<file path="src/core/trbcs_regs.vh">
// constants for the tape read bit and character sync block
// assumes a 100 MHz controller clock and one tape track at a time
`ifndef TRBCS_REGS_VH
`define TRBCS_REGS_VH

// timing: one bit cell at 1000 bpi and 5 ips, in ns
`define TRBCS_CELL_NS     200000
`define TRBCS_CLK_NS      10

// timing windows, in quarters of a bit cell
`define TRBCS_Q_PER_CELL  4
`define TRBCS_Q_DATA_LO   3
`define TRBCS_Q_DATA_HI   5
`define TRBCS_Q_PAR_LO    7
`define TRBCS_Q_END       10

// widths and depths
`define TRBCS_CNT_W       16
`define TRBCS_DATA_W      8
`define TRBCS_FIFO_D      16
`define TRBCS_FIFO_AW     4
`define TRBCS_BCNT_W      4
`define TRBCS_BITS_CHAR   4'h8

// read sequencer states
`define TRBCS_ST_IDLE     2'h0
`define TRBCS_ST_WAIT     2'h1
`define TRBCS_ST_TRACK    2'h2
`define TRBCS_ST_LOST     2'h3

`endif

</file>
<file path="src/core/trbcs_sync.v">
// three-stage input synchroniser for the head read signal
// assumes an asynchronous level input; output is a clean level on clk_i
module trbcs_sync (
	input  wire clk_i,
	input  wire reset_i,
	input  wire async_i,
	output wire level_o
);
	reg s1_r;
	reg s2_r;
	reg s3_r;
	reg level_r;

	// s1 feeds only s2; a change counts once s2 and s3 agree
	always @(posedge clk_i) begin
		if (reset_i) begin
			s1_r    <= 1'b0;
			s2_r    <= 1'b0;
			s3_r    <= 1'b0;
			level_r <= 1'b0;
		end else begin
			s1_r <= async_i;
			s2_r <= s1_r;
			s3_r <= s2_r;
			if (s2_r == s3_r) begin
				level_r <= s3_r; // filters a single-cycle glitch
			end
		end
	end

	assign level_o = level_r;
endmodule

</file>
<file path="src/core/trbcs_fifo.v">
// character buffer between the decoder and the controller side
// assumes one clock, synchronous flush; first word shows without a pop
module trbcs_fifo #(
	parameter W  = 8,
	parameter D  = 16,
	parameter AW = 4
) (
	input  wire          clk_i,
	input  wire          reset_i,
	input  wire          in_valid_i,
	output wire          in_ready_o,
	input  wire [W-1:0]  in_data_i,
	output wire          out_valid_o,
	input  wire          out_ready_i,
	output wire [W-1:0]  out_data_o
);
	reg [W-1:0]  mem [0:D-1];
	reg [AW-1:0] wr_r;
	reg [AW-1:0] rd_r;
	reg [AW:0]   count_r;
	wire         push;
	wire         pop;

	// full and empty come straight from the occupancy count
	assign in_ready_o  = (count_r != D[AW:0]);
	assign out_valid_o = (count_r != {(AW+1){1'b0}});
	assign out_data_o  = mem[rd_r];
	assign push        = in_valid_i && in_ready_o;
	assign pop         = out_valid_o && out_ready_i;

	// storage has no reset; only pointers and count are cleared
	always @(posedge clk_i) begin
		if (push) begin
			mem[wr_r] <= in_data_i;
		end
	end

	always @(posedge clk_i) begin
		if (reset_i) begin
			wr_r    <= {AW{1'b0}};
			rd_r    <= {AW{1'b0}};
			count_r <= {(AW+1){1'b0}};
		end else begin
			if (push) begin
				wr_r <= wr_r + 1'b1;
			end
			if (pop) begin
				rd_r <= rd_r + 1'b1;
			end
			if (push && !pop) begin
				count_r <= count_r + 1'b1;
			end else if (pop && !push) begin
				count_r <= count_r - 1'b1;
			end
		end
	end
endmodule

</file>
<file path="src/core/trbcs_top.v">
// read-side bit and character synchroniser for a phase-encoded tape track
// assumes rd_flux_i is the raw head signal and rd_cmd_i a same-clock pulse
// characters leave through a 16-word buffer at the consumer's pace

`include "trbcs_regs.vh"

// Behaviour
// - after a read command, first transition sets bit timing for the read
// - lost bit timing returns at next differing bit pair or character end
// - each data bit is read from its mid-cell transition direction
// - parity spans two cells, silent first cell, transition mid second cell
// - every ninth bit is checked; parity pattern confirms character alignment
// - ninth bit not parity: search bit by bit, realign on next parity
// - data loss limited to the bad character, which realigns on its own parity
// - any loss of character alignment raises the character error pulse
// - a character is eight data bits then one double-width parity bit
// - no start transition between characters, only before the first
module trbcs_top #(
	parameter CELL_CYC = `TRBCS_CELL_NS / `TRBCS_CLK_NS
) (
	input  wire                     clk_i,
	input  wire                     reset_i,
	input  wire                     rd_cmd_i,
	input  wire                     rd_flux_i,
	input  wire                     char_ready_i,
	output wire [`TRBCS_DATA_W-1:0] char_data_o,
	output wire                     char_valid_o,
	output wire                     char_err_o,
	output wire                     overrun_o,
	output wire                     busy_o,
	output wire                     bit_sync_o,
	output wire                     char_sync_o
);
	// data edges land near 4Q after the last mid edge, parity near 8Q;
	// gaps between 5Q and 7Q belong to neither, so they mean slipped timing
	// limitation: 16-bit gap counter, so CELL_CYC above 26215 would wrap
	// window limits in clock cycles, from quarter-cell steps
	localparam integer QC      = CELL_CYC / `TRBCS_Q_PER_CELL;
	localparam [31:0]  DATA_LO = QC * `TRBCS_Q_DATA_LO;
	localparam [31:0]  DATA_HI = QC * `TRBCS_Q_DATA_HI;
	localparam [31:0]  PAR_LO  = QC * `TRBCS_Q_PAR_LO;
	localparam [31:0]  END_LIM = QC * `TRBCS_Q_END;

	reg  [1:0]                 state_r;
	reg  [`TRBCS_CNT_W-1:0]    cnt_r;
	reg  [`TRBCS_BCNT_W-1:0]   bitcnt_r;
	reg  [`TRBCS_DATA_W-1:0]   shift_r;
	reg                        hunt_r;
	reg                        flux_prev_r;
	reg                        push_r;
	reg  [`TRBCS_DATA_W-1:0]   push_data_r;
	reg                        char_err_r;
	reg                        overrun_r;
	reg                        busy_r;
	reg                        bit_sync_r;
	reg                        char_sync_r;
	reg  [`TRBCS_DATA_W-1:0]   char_data_r;
	reg                        char_valid_r;
	wire                       flux_lvl;
	wire                       edge_seen;
	wire [31:0]                gap;
	wire                       fifo_in_ready;
	wire                       fifo_out_valid;
	wire [`TRBCS_DATA_W-1:0]   fifo_out_data;
	wire                       pop;
	wire                       flush;
	wire                       busy_nxt;
	wire                       bit_sync_nxt;
	wire                       char_sync_nxt;
	reg                        cls_early;
	reg                        cls_data;
	reg                        cls_par;
	reg                        cls_end;

	// true when a gap count lies at or above a limit
	function at_least;
		input [31:0] g;
		input [31:0] lim;
		begin
			at_least = (g >= lim);
		end
	endfunction

	// true when a gap count lies inside an inclusive window
	function in_win;
		input [31:0] g;
		input [31:0] lo;
		input [31:0] hi;
		begin
			in_win = (g >= lo) && (g <= hi);
		end
	endfunction

	// four flops on the head signal; their latency cancels in every gap
	trbcs_sync u_sync (
		.clk_i   (clk_i),
		.reset_i (reset_i),
		.async_i (rd_flux_i),
		.level_o (flux_lvl)
	);

	// a read command starts a fresh record, so stale characters go
	assign flush = reset_i || rd_cmd_i;

	trbcs_fifo #(
		.W  (`TRBCS_DATA_W),
		.D  (`TRBCS_FIFO_D),
		.AW (`TRBCS_FIFO_AW)
	) u_fifo (
		.clk_i       (clk_i),
		.reset_i     (flush),
		.in_valid_i  (push_r),
		.in_ready_o  (fifo_in_ready),
		.in_data_i   (push_data_r),
		.out_valid_o (fifo_out_valid),
		.out_ready_i (pop),
		.out_data_o  (fifo_out_data)
	);

	// any flux change is a candidate transition
	assign edge_seen = (flux_lvl != flux_prev_r);
	assign gap       = {16'h0000, cnt_r};

	// edge class from the gap since the last counted edge; tracking and
	// recovery share it so both judge an edge by the same windows
	always @* begin
		cls_early = 1'b0;
		cls_data  = 1'b0;
		cls_par   = 1'b0;
		cls_end   = at_least(gap, END_LIM);
		if (at_least(gap, PAR_LO)) begin
			cls_par = 1'b1;
		end else if (in_win(gap, DATA_LO, DATA_HI)) begin
			cls_data = 1'b1;
		end else if (!at_least(gap, DATA_LO)) begin
			cls_early = 1'b1;
		end
	end

	// one strobe every other cycle at most, gated by the consumer
	assign pop = fifo_out_valid && char_ready_i && !char_valid_r;

	// a data bit: shifted in, or used only as a search step
	task take_data;
		begin
			if (hunt_r) begin
				bitcnt_r <= bitcnt_r;
			end else if (bitcnt_r == `TRBCS_BITS_CHAR) begin
				hunt_r     <= 1'b1;
				char_err_r <= 1'b1;
			end else begin
				shift_r  <= {flux_lvl, shift_r[`TRBCS_DATA_W-1:1]};
				bitcnt_r <= bitcnt_r + 1'b1;
			end
		end
	endtask

	// a parity bit: confirms alignment or realigns on itself
	task take_parity;
		begin
			if (!hunt_r && bitcnt_r == `TRBCS_BITS_CHAR) begin
				// buffer full means this character is lost, flagged as overrun
				if (fifo_in_ready) begin
					push_r      <= 1'b1;
					push_data_r <= shift_r;
				end else begin
					overrun_r <= 1'b1;
				end
			end else if (!hunt_r) begin
				char_err_r <= 1'b1;
			end
			// parity value is not checked, only its place in the stream
			hunt_r   <= 1'b0;
			bitcnt_r <= {`TRBCS_BCNT_W{1'b0}};
		end
	endtask

	// read sequencer: start search, tracking, and lost-timing recovery
	always @(posedge clk_i) begin
		if (reset_i) begin
			state_r     <= `TRBCS_ST_IDLE;
			cnt_r       <= {`TRBCS_CNT_W{1'b0}};
			bitcnt_r    <= {`TRBCS_BCNT_W{1'b0}};
			shift_r     <= {`TRBCS_DATA_W{1'b0}};
			hunt_r      <= 1'b0;
			flux_prev_r <= 1'b0;
			push_r      <= 1'b0;
			push_data_r <= {`TRBCS_DATA_W{1'b0}};
			char_err_r  <= 1'b0;
			overrun_r   <= 1'b0;
		end else begin
			flux_prev_r <= flux_lvl;
			push_r      <= 1'b0;
			char_err_r  <= 1'b0;
			// a new read drops any half-built character and its alignment
			if (rd_cmd_i) begin
				state_r  <= `TRBCS_ST_WAIT;
				cnt_r    <= {`TRBCS_CNT_W{1'b0}};
				bitcnt_r <= {`TRBCS_BCNT_W{1'b0}};
				hunt_r   <= 1'b0;
				overrun_r <= 1'b0;
			end else begin
				case (state_r)
				`TRBCS_ST_IDLE: begin
					cnt_r <= {`TRBCS_CNT_W{1'b0}};
				end
				`TRBCS_ST_WAIT: begin
					// start transition fixes the phase of the first cell
					// it carries no data; the first mid edge follows a cell later
					if (edge_seen) begin
						state_r  <= `TRBCS_ST_TRACK;
						cnt_r    <= {`TRBCS_CNT_W{1'b0}};
						bitcnt_r <= {`TRBCS_BCNT_W{1'b0}};
					end
				end
				`TRBCS_ST_TRACK: begin
					// early edges are cell boundaries and carry no data
					if (edge_seen && !cls_early) begin
						cnt_r <= {`TRBCS_CNT_W{1'b0}};
						if (cls_data) begin
							take_data;
						end else if (cls_par) begin
							take_parity;
						end else begin
							// edge between windows: timing has slipped
							state_r <= `TRBCS_ST_LOST;
							hunt_r  <= 1'b1;
							if (!hunt_r) begin
								char_err_r <= 1'b1;
							end
						end
					end else if (cls_end) begin
						// long silence is the end of the record
						state_r <= `TRBCS_ST_IDLE;
					end else begin
						cnt_r <= cnt_r + 1'b1;
					end
				end
				`TRBCS_ST_LOST: begin
					// a lone edge after a long gap must be mid-cell
					// boundary edges restart the count here, so only a differing
					// bit pair or the parity gap can end the search
					if (edge_seen) begin
						cnt_r <= {`TRBCS_CNT_W{1'b0}};
						if (cls_par) begin
							state_r <= `TRBCS_ST_TRACK;
							take_parity;
						end else if (!cls_early) begin
							state_r <= `TRBCS_ST_TRACK;
						end
					end else if (cls_end) begin
						state_r <= `TRBCS_ST_IDLE;
					end else begin
						cnt_r <= cnt_r + 1'b1;
					end
				end
				default: begin
					state_r <= `TRBCS_ST_IDLE;
				end
				endcase
			end
		end
	end

	// next status values; a fresh error hides char sync for a cycle
	assign busy_nxt      = (state_r != `TRBCS_ST_IDLE);
	assign bit_sync_nxt  = (state_r == `TRBCS_ST_TRACK);
	assign char_sync_nxt = bit_sync_nxt && !hunt_r && !char_err_r;

	// status outputs lag the sequencer by one cycle to stay registered
	always @(posedge clk_i) begin
		if (reset_i) begin
			busy_r      <= 1'b0;
			bit_sync_r  <= 1'b0;
			char_sync_r <= 1'b0;
		end else begin
			busy_r      <= busy_nxt;
			bit_sync_r  <= bit_sync_nxt;
			char_sync_r <= char_sync_nxt;
		end
	end

	// character hand-over: data and strobe both from flops
	// data holds between strobes so a slow consumer may read it late
	always @(posedge clk_i) begin
		if (reset_i) begin
			char_data_r  <= {`TRBCS_DATA_W{1'b0}};
			char_valid_r <= 1'b0;
		end else begin
			char_valid_r <= pop;
			if (pop) begin
				char_data_r <= fifo_out_data;
			end
		end
	end

	assign char_data_o  = char_data_r;
	assign char_valid_o = char_valid_r;
	assign char_err_o   = char_err_r;
	assign overrun_o    = overrun_r;
	assign busy_o       = busy_r;
	assign bit_sync_o   = bit_sync_r;
	assign char_sync_o  = char_sync_r;
endmodule

</file>
<file path="config.mk">
export PLATFORM = sky130hd
export DESIGN_NAME = trbcs_top
export DESIGN_NICKNAME = d
export VERILOG_FILES = /design/src/core/trbcs_sync.v /design/src/core/trbcs_fifo.v /design/src/core/trbcs_top.v
export VERILOG_INCLUDE_DIRS = /design/src /design/src/core
export SDC_FILE = /design/constraint.sdc
export NUM_CORES = 1
export LEC_CHECK = 0
export ABC_AREA = 1
export BUFFER_PORTS_ARGS = -buffer_cell sky130_fd_sc_hd__buf_4
export CAP_MARGIN = 20
export CORE_ASPECT_RATIO = 0.9
export CORE_MARGIN = 3
export CORE_UTILIZATION = 33
export DETAILED_ROUTE_END_ITERATION = 8
export GPL_ROUTABILITY_DRIVEN = 0
export GPL_TIMING_DRIVEN = 0
export HOLD_SLACK_MARGIN = 0.02
export PLACE_DENSITY_LB_ADDON = 0.12
export SKIP_LAST_GASP = 1
export SYNTH_ARGS = -nofsm -noshare
export SYNTH_HDL_FRONTEND = slang
export SYNTH_HIERARCHICAL = 1
export SYNTH_SLANG_ARGS = --single-unit
</file>
<file path="constraint.sdc">
create_clock -name clk_i -period 2.9 [get_ports clk_i]
set_input_delay 0.58 -clock clk_i [delete_from_list [all_inputs] [get_ports clk_i]]
set_output_delay 0.58 -clock clk_i [all_outputs]
set_load 0.05 [all_outputs]
</file>
==> results by group <==
Layout
  – Storage cell area: 0.00537 sq mm
  – Layout cells sized above 1: 0.105
  – Final instance area: 0.0111 sq mm
  – Final Net Count: 1208
  – Core Util, Final: 0.390
  – Footprint of the multi-input gates: 0.00343 sq mm
  – Diodes inserted: 0
  – Area grow syn2layout: 14.2%
  – # fillers: 2947

Timing
  – Fin crit period: 2.63 ns
  – # setup viols final: 0
  – Final period util: 0.905
  – Slew headroom: 0.338
  – Worst-margin pin slew: 0.989 ns
  – Clock Skew: 0.0170 ns
  – Final Max Tran Viols: 0
  – RSZ-0062 raised after global routing: no
  – Hold Vio Cnt, Final: 0
  – Fmax: 381 MHz

Logic synthesis
  – Ys Warns: 6
  – Largest area contributor in the netlist: edfxtp_1
  – Sequential area share after synthesis: 0.553
  – Synthesized cell area: 0.00970 sq mm
  – Top-area cell type share of the netlist area: 0.396
  – Syn_nets: 1163
  – Synth Register Bits: 204
  – Gate Count Post-Synth: 1144
  – Top cells by area, synth: edfxtp_1 (40%), dfxtp_1 (16%), nand2_1 (11%)
  – Synth unique cells: 40
  – Mean post-synth cell area: 8.48 sq um

Clocking
  – Clk sinks: 204
  – H-tree Lvls: 1
  – Worst-Skew Late Latency: 0.52 ns
  – Clk slew on worst S/H paths: 0.06 ns
  – Post-CTS Hold Buffers: 0
  – CTS tree: built
  – Max Buffers Root-to-Sink: 3
  – Root Driver: clkbuf_16
  – CTS Buf Count: 25

Power
  – Reg power frac: 0.508
  – Switching pwr: 1.28 mW
  – Peak supply drop: 0.000449 V
  – Comb pwr share: 0.020
  – P_int: 4.75 mW
  – PD cells: 544 mW/mm^2
  – Total Power: 6.03 mW
  – Sw Ratio: 0.212
  – Clk pwr share: 0.473
  – Leak: 4.72 nW

Floorplan
  – Full die area: 0.0315 sq mm
  – Chip width: 187 microns
  – IO Pins: 19
  – # rows: 58
  – Starting Density: 0.341
  – Placeable Area: 0.0284 sq mm
  – Die height: 169 microns

Hold path
  – Hold depth: 3
  – Hold EP: u_sync/s1_r
  – Worst Hold Class: in2reg
  – HP Start: rd_flux_i

Routing
  – First-pass DRT Iterations: 5
  – WL met1: 13800 microns
  – Wire length on met3: 1370 microns
  – Max layer used: met4
  – First DRT Iteration DRCs: 475
  – Vias: 7518
  – Vias/cell: 4.71
  – Post-DR wirelength/cell: 16.4 microns
  – Final antenna-violating net count: 0
  – WL final: 26200 microns
  – Met2 WL: 10600 microns
  – DRC viols: 0

Placed design
  – DP Wirelength: 18100 microns
  – Post-DP Area: 0.0103 sq mm
  – Buffers added on ports: 18

Worst setup path
  – Worst r2r dst: u_fifo/count_r[4]
  – Crit path launch type: flip-flop
  – Crit-path max FO: 12
  – Setup Crit Path Kind: reg2reg
  – Reg2Reg Depth: 13
  – R2R Setup Slk: 0.27 ns
  – CP required: 3.31 ns
  – FF-to-FF Start: u_fifo/count_r[0]
  – CP endpoint kind: flip-flop
  – Worst EP arrival: 3.03 ns

GRT
  – Number of global-route vias before repair: 6727
  – Gr ovfl total: 0
  – First-pass GRT wire length: 40200 microns
  – Largest net degree at the start of global routing: 18
  – GRT Overall Usage: 0.164
  – Initial antenna violation count: 0

Outcome
  – Status: finished clean

Run
  – Max cap viols: 0
==> metrics by stage <==
step,setup TNS (ns),instances,setup slack [ns],hold slack (ns)
after global placement,-0.467,1552,-0.293,0.402
final,0,1597,0.274,0.277
after floorplan,0,1144,0.446,0.388
after detailed placement,-0.395,1552,-0.277,0.399
after CTS,0,1597,0.0463,0.254
after global routing,0,1597,0.0298,0.307
==> cell type report <==
| type | instances | area share |
|---|---|---|
| flip-flops and latches | 204 | 0.484 |
| multi-input cells | 723 | 0.309 |
| clock buffers | 35 | 0.0625 |
| inverters | 176 | 0.0596 |
| well taps | 390 | 0.0440 |
| plain buffers | 41 | 0.0232 |
| repair buffers | 18 | 0.0122 |
| clock inverters | 10 | 0.00530 |
==> Yosys cell counts <==
cell type	count
a211oi_1	1
a21boi_1	1
a21oi_1	42
a31oi_1	1
and2_1	1
buf_1	1
buf_2	23
buf_4	4
buf_6	8
clkbuf_1	5
clkinv_1	1
dfxtp_1	76
edfxtp_1	128
fa_1	1
ha_1	13
inv_1	162
inv_2	13
nand2_1	294
nand2_2	7
nand2_4	4
nand3_1	144
nand3_2	3
nand4_1	15
nor2_1	116
nor2_2	4
nor2_8	1
nor3_1	4
nor3_2	2
nor3_4	1
nor4_1	4
o211ai_1	9
o21ai_0	34
o21ai_1	3
o21ai_2	1
o21bai_1	2
o31ai_1	1
or2_1	1
or2_2	1
xnor2_1	2
xor2_1	10
==> logic make-up (layout without fill, tap and decap cells) <==
group	after synthesis	in the layout	synth area share
AOI/OAI and AO/OA	95	95	0.0531
xor gates and xnor gates	12	12	0.0108
adders and majority gates	14	14	0.0188
buffers and inverters	217	280	0.0946
DFF	204	204	0.553
and+or+nand+nor	602	602	0.270
==> worst max-delay path: stages (launching register included) <==
cell	delay [ns]
dfxtp_1	0.44
nor2_2	0.09
nand3_2	0.11
nand2_1	0.10
nor2_4	0.31
nand2_2	0.14
ha_1	0.23
inv_1	0.15
ha_1	0.28
or2_2	0.32
nand3_1	0.09
nand2_1	0.05
o21ai_0	0.16
inv_1	0.05
==> sequential cells by signal, indices dropped and copies added (netlist names), 2 cells and up, named ones only <==
signal,flops
bitcnt_r,4
char_data_o,8
cnt_r,16
push_data_r,8
shift_r,8
state_r,2
u_fifo/count_r,5
u_fifo/mem,128
u_fifo/rd_r,4
u_fifo/wr_r,4
==> cell usage in the layout (no fill, tap or decap), drive strengths merged <==
| cell type | Yosys | layout |
|---|---|---|
| o211ai | 9 | 9 |
| o31ai | 1 | 1 |
| xor2 | 10 | 10 |
| clkinvlp | 0 | 3 |
| o21bai | 2 | 2 |
| ha | 13 | 13 |
| nand4 | 15 | 15 |
| fa | 1 | 1 |
| inv | 175 | 176 |
| nand2 | 305 | 305 |
| buf | 36 | 54 |
| a211oi | 1 | 1 |
| and2 | 1 | 1 |
| a21oi | 42 | 42 |
| nor2 | 121 | 121 |
| or2 | 2 | 2 |
| xnor2 | 2 | 2 |
| clkbuf | 5 | 40 |
| nor4 | 4 | 4 |
| nor3 | 7 | 7 |
| o21ai | 38 | 38 |
| a21boi | 1 | 1 |
| dfxtp | 76 | 76 |
| edfxtp | 128 | 128 |
| nand3 | 147 | 147 |
| clkinv | 1 | 7 |
| a31oi | 1 | 1 |
==> what timing repair did <==
item	CTS	global route
setup buffers	0	0
cloned	0	0
endpoints found under the setup margin	3	1
resized for setup	1	1
==> how the worst max path moves through the flow <==
| stage | startpoint | to | slack, ns |
|---|---|---|---|
| after floorplan | u_fifo/count_r[0] | u_fifo/count_r[4] | 0.45 |
| after global placement | char_ready_i | u_fifo/count_r[4] | -0.29 |
| after detailed placement | char_ready_i | u_fifo/count_r[4] | -0.28 |
| after CTS | u_fifo/count_r[0] | u_fifo/count_r[4] | 0.05 |
| after global routing | u_fifo/count_r[0] | u_fifo/count_r[4] | 0.03 |
| final | u_fifo/count_r[0] | u_fifo/count_r[4] | 0.27 |
==> per-layer routing <==
layer,GRT usage,up-vias
met2,0.231,183
li1,-,3793
met4,0.0394,0
met3,0.0201,30
met5,0,-
met1,0.263,3512
==> power by group through the flow <==
stage / Sequential (mW) / Combinational (mW) / Clock (mW)
5_1_grt: 3.06 / 0.136 / 3.05
3_3_place_gp: 3.12 / 0.122 / 0
4_1_cts: 3.06 / 0.122 / 2.93
6_report: 3.06 / 0.120 / 2.85
2_1_floorplan: 3.13 / 0.0720 / 0
3_5_place_dp: 3.12 / 0.121 / 0
Note: power is estimated with default switching activity, not from simulation.
